<file path="config.mk">
export PLATFORM = sky130hd
export DESIGN_NAME = onoff_switch_cycle_controller
export DESIGN_NICKNAME = d
export VERILOG_FILES = /design/src/rtl/onoff_switch_pkg.sv /design/src/rtl/cycle_oscillator.sv /design/src/rtl/onoff_switch_cycle_controller.sv
export VERILOG_INCLUDE_DIRS = /design/src /design/src/rtl
export SDC_FILE = /design/constraint.sdc
export NUM_CORES = 1
export LEC_CHECK = 0
export BUFFER_PORTS_ARGS = -buffer_cell sky130_fd_sc_hd__buf_2
export CAP_MARGIN = 40
export CORE_AREA = 2 2 163 165
export CTS_CLUSTER_DIAMETER = 60
export DETAILED_ROUTE_END_ITERATION = 10
export DIE_AREA = 0 0 165 167
export GPL_TIMING_DRIVEN = 0
export PLACE_DENSITY_LB_ADDON = 0.25
export SLEW_MARGIN = 20
export SYNTH_ARGS = -nofsm -noshare
export SYNTH_HDL_FRONTEND = slang
export SYNTH_SLANG_ARGS = --single-unit
export TNS_END_PERCENT = 20
</file>
<file path="constraint.sdc">
create_clock -name clk -period 3.69 [get_ports clk]
set_input_delay 1.107 -clock clk [delete_from_list [all_inputs] [get_ports clk]]
set_output_delay 1.107 -clock clk [all_outputs]
set_load 0.02 [all_outputs]
</file>
<file path="src/rtl/onoff_switch_params.svh">
// Purpose: constants for the on/off switch cycle controller
// Assumes: 20 MHz system clock
// Notes: times in their own unit, counts derived
`ifndef ONOFF_SWITCH_PARAMS_SVH
`define ONOFF_SWITCH_PARAMS_SVH
`define CLK_HZ 20000000
`define OSC_BASE_HZ 264000
`define OSC_PERIOD_CYC (`CLK_HZ / `OSC_BASE_HZ)
`define JITTER_PCT 3
`define JITTER_RATE_HZ 1000
`define JITTER_PERIOD_CYC (`CLK_HZ / `JITTER_RATE_HZ)
`define JITTER_SPAN_CYC ((`OSC_PERIOD_CYC * `JITTER_PCT) / 100)
`define MAXDUTY_PCT 65
`define MAXDUTY_CYC ((`OSC_PERIOD_CYC * `MAXDUTY_PCT) / 100)
`define BLANK_NS 200
`define BLANK_CYC ((`BLANK_NS * (`CLK_HZ / 1000000) + 999) / 1000)
`define RESTART_ON_CYCLES 8192
`define RESTART_OFF_MS 1000
`define RESTART_OFF_CYC (`CLK_HZ / 1000 * `RESTART_OFF_MS)
`define LEVELS 4
`define HIST_LEN 8
`define STEP_UP_HITS 6
`define STEP_DOWN_HITS 2
`endif

</file>
<file path="src/rtl/onoff_switch_pkg.sv">
// Purpose: types for the on/off switch cycle controller
// Assumes: nothing
// Notes: current-limit level travels as a small struct
package onoff_switch_pkg;
	typedef enum logic [1:0] {LVL_MIN, LVL_LOW, LVL_MID, LVL_MAX} limit_level_t;
	typedef struct packed {
		limit_level_t level;
		logic freqDouble;
	} limit_sel_t;
	typedef enum {ST_RUN, ST_RESTART_OFF} restart_state_t;
endpackage : onoff_switch_pkg

</file>
<file path="src/rtl/cycle_oscillator.sv">
// Purpose: cycle-start pulse and max-duty window with jitter
// Assumes: one clock, enable pulses only
// Notes: half rate takes every second base period
`include "onoff_switch_params.svh"
module cycle_oscillator (
	input wire logic clk,
	input wire logic rstSync_b,
	input wire logic freqDouble,
	output logic sampleTick,
	output logic cycleStart,
	output logic maxDutyWindow
);
	logic [9:0] phase_r;
	logic [9:0] periodLen;
	logic [19:0] jitCnt_r;
	logic jitDir_r;
	logic [6:0] jitOff_r;
	logic half_r;
	// ===========================================
	// jitter: triangle offset, full sweep every 10 steps of 1666 clocks (about 1.2 kHz)
	always_ff @(posedge clk or negedge rstSync_b) begin
		if (!rstSync_b) begin
			jitCnt_r <= 20'h0;
			jitDir_r <= 1'b0;
			jitOff_r <= 7'h0;
		end else if (jitCnt_r == 20'((`JITTER_PERIOD_CYC / (4 * `JITTER_SPAN_CYC + 4)) - 1)) begin
			jitCnt_r <= 20'h0;
			if (jitDir_r) begin
				if (jitOff_r == 7'h0) jitDir_r <= 1'b0;
				else jitOff_r <= jitOff_r - 7'h1;
			end else begin
				if (jitOff_r == 7'(2 * `JITTER_SPAN_CYC)) jitDir_r <= 1'b1;
				else jitOff_r <= jitOff_r + 7'h1;
			end
		end else begin
			jitCnt_r <= jitCnt_r + 20'h1;
		end
	end
	// period swings plus/minus span around nominal
	assign periodLen = 10'(`OSC_PERIOD_CYC - `JITTER_SPAN_CYC) + 10'(jitOff_r);
	// ===========================================
	// base-rate phase counter
	always_ff @(posedge clk or negedge rstSync_b) begin
		if (!rstSync_b) begin
			phase_r <= 10'h0;
			half_r <= 1'b0;
		end else if (phase_r >= periodLen - 10'h1) begin
			phase_r <= 10'h0;
			// a skipped cycle keeps the next base period a start
			half_r <= !freqDouble && !half_r;
		end else begin
			phase_r <= phase_r + 10'h1;
		end
	end
	assign sampleTick = (phase_r == 10'h0);
	// standard rate is half of peak rate
	assign cycleStart = sampleTick && (freqDouble || !half_r);
	assign maxDutyWindow = (phase_r < 10'(`MAXDUTY_CYC)) && (freqDouble || !half_r);
endmodule : cycle_oscillator

</file>
<file path="src/rtl/onoff_switch_cycle_controller.sv">
// Purpose: digital core of an on/off regulated off-line switch
// Assumes: comparator and sense levels arrive synchronous to clk
// Notes: level stepping thresholds live in the params header
// Contract
// - oscillator averages 264 kHz at top level
// - period jitters about 3 percent at 1 kHz; code sweeps at about 1.2 kHz
// - sample enable at cycle start, gate on
// - ignore enable changes within a started cycle
// - keep sampling at 264 kHz while skipping
// - enable history steps current limit level
// - over-limit turns switch off for cycle
// - blank current comparator after turn-on
// - supply lockout below 4.9 until 5.85
// - thermal lockout with hysteresis
// - restart counter cleared by low enable
// - 8192 cycles unregulated stops switching 1 s
// - line undervoltage halts restart off counter
// - extension keeps switch on until limit
// - extension off at start and after restart
// - start only with line sense above threshold
// - ignore line undervoltage once switching enabled
// - absent line resistor disables undervoltage check
// - top level doubles oscillator frequency
// - on at cycle start, off at limit
`include "onoff_switch_params.svh"
module onoff_switch_cycle_controller #(
	parameter int RESTART_OFF_CYCLES = `RESTART_OFF_CYC,
	parameter int LEVEL_COUNT = `LEVELS,
	parameter int UP_HITS = `STEP_UP_HITS,
	parameter int DOWN_HITS = `STEP_DOWN_HITS
) (
	input wire logic clk,
	input wire logic rst_b,
	input wire logic enableLineSensePin,
	input wire logic switchOverLimit,
	input wire logic supplyBelowLow,
	input wire logic supplyAboveHigh,
	input wire logic tempAboveTrip,
	input wire logic tempBelowRelease,
	input wire logic lineSenseAboveStart,
	input wire logic lineResistorAbsent,
	output logic powerSwitchGate,
	output onoff_switch_pkg::limit_sel_t limitSel,
	output logic freqDoubleReq,
	output logic maxDutyWindow,
	output logic autoRestartOff
);
	logic rstMeta_r;
	logic rstSync_b;
	logic sampleTick;
	logic cycleStart;
	logic gate_r;
	logic [3:0] blank_r;
	logic supplyLock_r;
	logic thermLock_r;
	logic lineOk_r;
	logic extArmed_r;
	logic [`HIST_LEN-1:0] hist_r;
	logic [1:0] level_r;
	logic [13:0] unregCnt_r;
	logic [31:0] offCnt_r;
	onoff_switch_pkg::restart_state_t rstState_r;
	logic runAllowed;
	logic lineGate;
	logic skip_r;
	function automatic logic [3:0] countOnes(input logic [`HIST_LEN-1:0] v);
		logic [3:0] n;
		n = 4'h0;
		for (int i = 0; i < `HIST_LEN; i++) n = n + 4'(v[i]);
		return n;
	endfunction : countOnes
	// ===========================================
	// reset release synchroniser
	always_ff @(posedge clk or negedge rst_b) begin
		if (!rst_b) begin
			rstMeta_r <= 1'b0;
			rstSync_b <= 1'b0;
		end else begin
			rstMeta_r <= 1'b1;
			rstSync_b <= rstMeta_r;
		end
	end
	// ===========================================
	// oscillator
	cycle_oscillator oscInst (
		.clk(clk),
		.rstSync_b(rstSync_b),
		.freqDouble(freqDoubleReq || skip_r),
		.sampleTick(sampleTick),
		.cycleStart(cycleStart),
		.maxDutyWindow(maxDutyWindow)
	);
	// a disabled cycle lets the very next base tick start one, so skipping samples at the top rate
	always_ff @(posedge clk or negedge rstSync_b) begin
		if (!rstSync_b) skip_r <= 1'b0;
		else if (cycleStart) skip_r <= !enableLineSensePin;
	end
	// ===========================================
	// supply and thermal lockouts
	always_ff @(posedge clk or negedge rstSync_b) begin
		if (!rstSync_b) supplyLock_r <= 1'b1;
		else if (supplyBelowLow) supplyLock_r <= 1'b1;
		else if (supplyAboveHigh) supplyLock_r <= 1'b0;
	end
	always_ff @(posedge clk or negedge rstSync_b) begin
		if (!rstSync_b) thermLock_r <= 1'b0;
		else if (tempAboveTrip) thermLock_r <= 1'b1;
		else if (tempBelowRelease) thermLock_r <= 1'b0;
	end
	// ===========================================
	// line undervoltage gate: latched on the first good line sense, cleared again in restart off
	assign lineGate = lineSenseAboveStart || lineResistorAbsent;
	always_ff @(posedge clk or negedge rstSync_b) begin
		if (!rstSync_b) lineOk_r <= 1'b0;
		else if (rstState_r == onoff_switch_pkg::ST_RESTART_OFF) lineOk_r <= 1'b0;
		else if (lineGate) lineOk_r <= 1'b1;
	end
	assign runAllowed = !supplyLock_r && !thermLock_r && lineOk_r &&
		(rstState_r == onoff_switch_pkg::ST_RUN);
	// ===========================================
	// auto-restart
	always_ff @(posedge clk or negedge rstSync_b) begin
		if (!rstSync_b) begin
			rstState_r <= onoff_switch_pkg::ST_RUN;
			unregCnt_r <= 14'h0;
			offCnt_r <= 32'h0;
		end else begin
			unique case (rstState_r)
				onoff_switch_pkg::ST_RUN: begin
					if (sampleTick && !enableLineSensePin) begin
						unregCnt_r <= 14'h0;
					end else if (cycleStart && runAllowed) begin
						if (unregCnt_r == 14'(`RESTART_ON_CYCLES - 1)) begin
							unregCnt_r <= 14'h0;
							offCnt_r <= 32'h0;
							rstState_r <= onoff_switch_pkg::ST_RESTART_OFF;
						end else begin
							unregCnt_r <= unregCnt_r + 14'h1;
						end
					end
				end
				onoff_switch_pkg::ST_RESTART_OFF: begin
					if (!lineGate) begin
						offCnt_r <= offCnt_r;
					end else if (offCnt_r >= 32'(RESTART_OFF_CYCLES - 1)) begin
						rstState_r <= onoff_switch_pkg::ST_RUN;
					end else begin
						offCnt_r <= offCnt_r + 32'h1;
					end
				end
			endcase
		end
	end
	assign autoRestartOff = (rstState_r == onoff_switch_pkg::ST_RESTART_OFF);
	// ===========================================
	// on-time extension arming
	always_ff @(posedge clk or negedge rstSync_b) begin
		if (!rstSync_b) extArmed_r <= 1'b0;
		else if (autoRestartOff) extArmed_r <= 1'b0;
		else if (sampleTick && runAllowed && !enableLineSensePin) extArmed_r <= 1'b1;
	end
	// ===========================================
	// current limit state machine from enable history
	always_ff @(posedge clk or negedge rstSync_b) begin
		if (!rstSync_b) begin
			// history starts full so the top reset level is not stepped down at once
			hist_r <= '1;
			level_r <= 2'(LEVEL_COUNT - 1);
		end else if (cycleStart) begin
			hist_r <= {hist_r[`HIST_LEN-2:0], enableLineSensePin};
			if (countOnes(hist_r) >= 4'(UP_HITS) && level_r != 2'(LEVEL_COUNT - 1)) begin
				level_r <= level_r + 2'h1;
			end else if (countOnes(hist_r) <= 4'(DOWN_HITS) && level_r != 2'h0) begin
				level_r <= level_r - 2'h1;
			end
		end
	end
	assign freqDoubleReq = (level_r == 2'(LEVEL_COUNT - 1));
	assign limitSel.level = onoff_switch_pkg::limit_level_t'(level_r);
	assign limitSel.freqDouble = freqDoubleReq;
	// ===========================================
	// gate drive with blanking
	always_ff @(posedge clk or negedge rstSync_b) begin
		if (!rstSync_b) begin
			gate_r <= 1'b0;
			blank_r <= 4'h0;
		end else if (!runAllowed || supplyBelowLow || tempAboveTrip) begin
			// raw lockout inputs cut the gate without waiting for the lock flags
			gate_r <= 1'b0;
			blank_r <= 4'h0;
		end else if (cycleStart) begin
			// sampled once; the rest of the cycle ignores the pin
			gate_r <= enableLineSensePin;
			blank_r <= 4'(`BLANK_CYC);
		end else if (gate_r) begin
			if (blank_r != 4'h0) blank_r <= blank_r - 4'h1;
			else if (switchOverLimit) gate_r <= 1'b0;
			if (!maxDutyWindow && !extArmed_r) gate_r <= 1'b0;
		end
	end
	assign powerSwitchGate = gate_r;
endmodule : onoff_switch_cycle_controller

</file>
==> impl_metrics.toml <==
[grt]
grt_max_degree = 44
antenna_found_initial = 0
grt_overflow = 0
grt.total_usage = 0.104
grt_pass1_wl_um = 23500
first_global_vias = 4715

[synthesis]
synth_cell_types = 69
synth_edf_count = 0
synth_async_sr_flop_share = 1.00
yosys_warnings = 0
netlist_area_um2 = 6350
synth_area_per_cell_um2 = 9.24
synthFlopType = "dfrtp_1"
syn_inst = 687
seq_area_frac_synth = 0.428
ys_seq_elements = 108

[setup_path]
reg2reg_to = "level_r[1]"
cp.required_ns = 3.98
end_kind = "register"
ff2ff_setup_slack_ns = -0.03
r2r_cells = 14
regToRegStartpoint = "hist_r[0]"
cp_data_arrival_time_ns = 4.01
path_class = "reg -> reg"
critPathLaunchType = "register"
path_max_fanout = 3

[power_and_ir_drop]
power.internal_mw = 1.74
switching_share = 0.242
power_frac_seq = 0.526
power.density_nw_per_um2 = 314
pwr-share-comb = 0.047
p_leak_nw = 3.00
p_switching_mw = 0.553
ir_drop_v = 0.000208
power_mw = 2.29
p_clk_frac = 0.427

[sta]
clock.fmax_ghz = 0.269
setup_violations = 1
finalHoldViolCount = 0
fin_hold_ws_ns = 0.298
slew_headroom = 0.529
worstMarginPinSlew_ns = 0.705
tns_ns = -0.0252
fin_ws_ns = -0.0252
period_needed_ns = 3.72
rsz0062_at_grt = "true"
min_period_over_period = 1.01
fin_worst_skew_ns = 0.0129
slew_violations = 0

[final_layout]
final_util = 0.283
layout_commonest_cell = "dfrtp_1"
final_nets = 763
antennaDiodeCount = 0
layout_common_cells = "96 x dfrtp_1, 61 x nor2_1, 59 x nand2_1"
drive_gt1_frac = 0.123
fin_area_um2 = 7290
area.growth.synth_to_final_pct = 14.9

[clock_network]
root_buffer = "clkbuf_16"
cts_max_path_buffers = 2
clock_latency_ns = 0.36
cts_buffers = 9
cts.sinks = 108
cts_max_level = 3
clk_pin_slew_worst_paths_ns = 0.08
cts_tree = "done"

[outcome]
violations = "setup timing"
status = "finished with violations"

[floorplan]
die_x_um = 165
die_y_um = 167
start_util = 0.246
io_pins = 17
die_area_um2 = 27600
rows = 59
core-area_um2 = 25800

[routing]
vias = 4833
drt_pre_antenna_iters = 6
totalWireLength_um = 13400
ant_nets = 0
vias_per_cell = 4.56
first_iter_violations = 263
drc = 0
routedWlPerCell_um = 12.6

[placement]
dpl_cell_area_um2 = 6910
place_hpwl_um = 9770
gp_congestion = 0.703
portBuffers = 15

[job]
drv_cap = 0

[hold_path]
hp-class = "reg -> async"
stage by stage:
stage / setup WS (ns) / std cells
4_1_cts: -0.101 / 1059
5_1_grt: -0.195 / 1059
2_1_floorplan: 0.0115 / 689
3_5_place_dp: -0.220 / 1041
6_report: -0.0252 / 1059
3_3_place_gp: -1.09 / 1039
metal layers:
| layer | GRT usage | part of all wire |
|---|---|---|
| met1 | 0.146 | 0.52 |
| met2 | 0.159 | 0.45 |
| met3 | 0.0242 | 0.026 |
| met4 | 0.0272 | 0.011 |
| met5 | 0 | 0 |
cell type report:
cell class                 instances  area, um2
clock inverter                     6       62.6
inverter                          36        135
fill                            2717      18500
tap                              335        419
multi-input combinational        522       3470
buffer                            23        111
sequential                       108       2720
timing repair buffer              19        138
clock buffer                      10        239
synthesized netlist by cell type (11+ instances only):
master	number	share of area
a21oi_1	37	0.029
and3_1	13	0.013
clkbuf_1	15	0.0089
dfrtp_1	97	0.38
dfstp_2	11	0.046
ha_1	29	0.057
inv_1	36	0.021
nand2_1	59	0.035
nand3_1	36	0.028
nand4_1	16	0.016
nor2_1	61	0.036
nor3_1	16	0.013
o21ai_0	56	0.044
or3_1	27	0.027
xnor2_1	29	0.040
xor2_1	18	0.025
state kept, by name, indices dropped and copies added, names as in the netlist, 2 cells and up:
register          count
blank_r               4
hist_r                8
level_r               2
offCnt_r             32
oscInst.jitCnt_r     20
oscInst.jitOff_r      7
oscInst.phase_r      10
unregCnt_r           14
worst max-delay path, stage by stage, from the launching register on:
cell and delay (ns):
dfstp_2 0.53, inv_2 0.05, fa_1 0.55, fa_1 0.42, fa_1 0.49, inv_1 0.05
ha_2 0.17, inv_2 0.05, fa_2 0.46, o21ba_4 0.22, a31oi_4 0.18, o2bb2ai_4 0.14
nor2b_4 0.17, a21oi_2 0.06, nor2_1 0.10
power groups by stage:
stage	Combinational [mW]	Sequential, mW	Clock [mW]
2_1_floorplan	0.0493	1.23	0
3_3_place_gp	0.0645	1.24	0
3_5_place_dp	0.0881	1.23	0
4_1_cts	0.101	1.21	1.03
5_1_grt	0.125	1.21	1.07
6_report	0.109	1.20	0.977
worst max-delay path by stage:
stage	from	end	slack, ns	cells past startpoint
6_report	hist_r[0]	level_r[1]	-0.03	14
3_3_place_gp	rstSync_b	blank_r[3]	-1.09	0
2_1_floorplan	hist_r[0]	level_r[1]	0.01	14
5_1_grt	hist_r[0]	level_r[1]	-0.20	14
4_1_cts	hist_r[1]	level_r[1]	-0.10	14
3_5_place_dp	oscInst.jitOff_r[0]	oscInst.phase_r[9]	-0.22	13
logic make-up after synthesis:
logic type,share of synthesized area
multiplexers,0.0150
buffers and inverters,0.0382
adder cells (fa/ha/maj),0.0730
XOR/XNOR,0.0649
other,0.000591
AND/OR/NAND/NOR,0.231
AO/OA/AOI/OAI,0.150
flip-flops,0.428
what timing repair did:
| action | in CTS | in global routing |
|---|---|---|
| endpoints found under the setup margin | 13 | 13 |
| hold buffers | 0 | 0 |
| buffers inserted | 2 | 0 |
| pin swaps | 6 | 5 |
| gates resized for setup | 11 | 9 |
No activity file was read; power rests on OpenSTA's default activity.
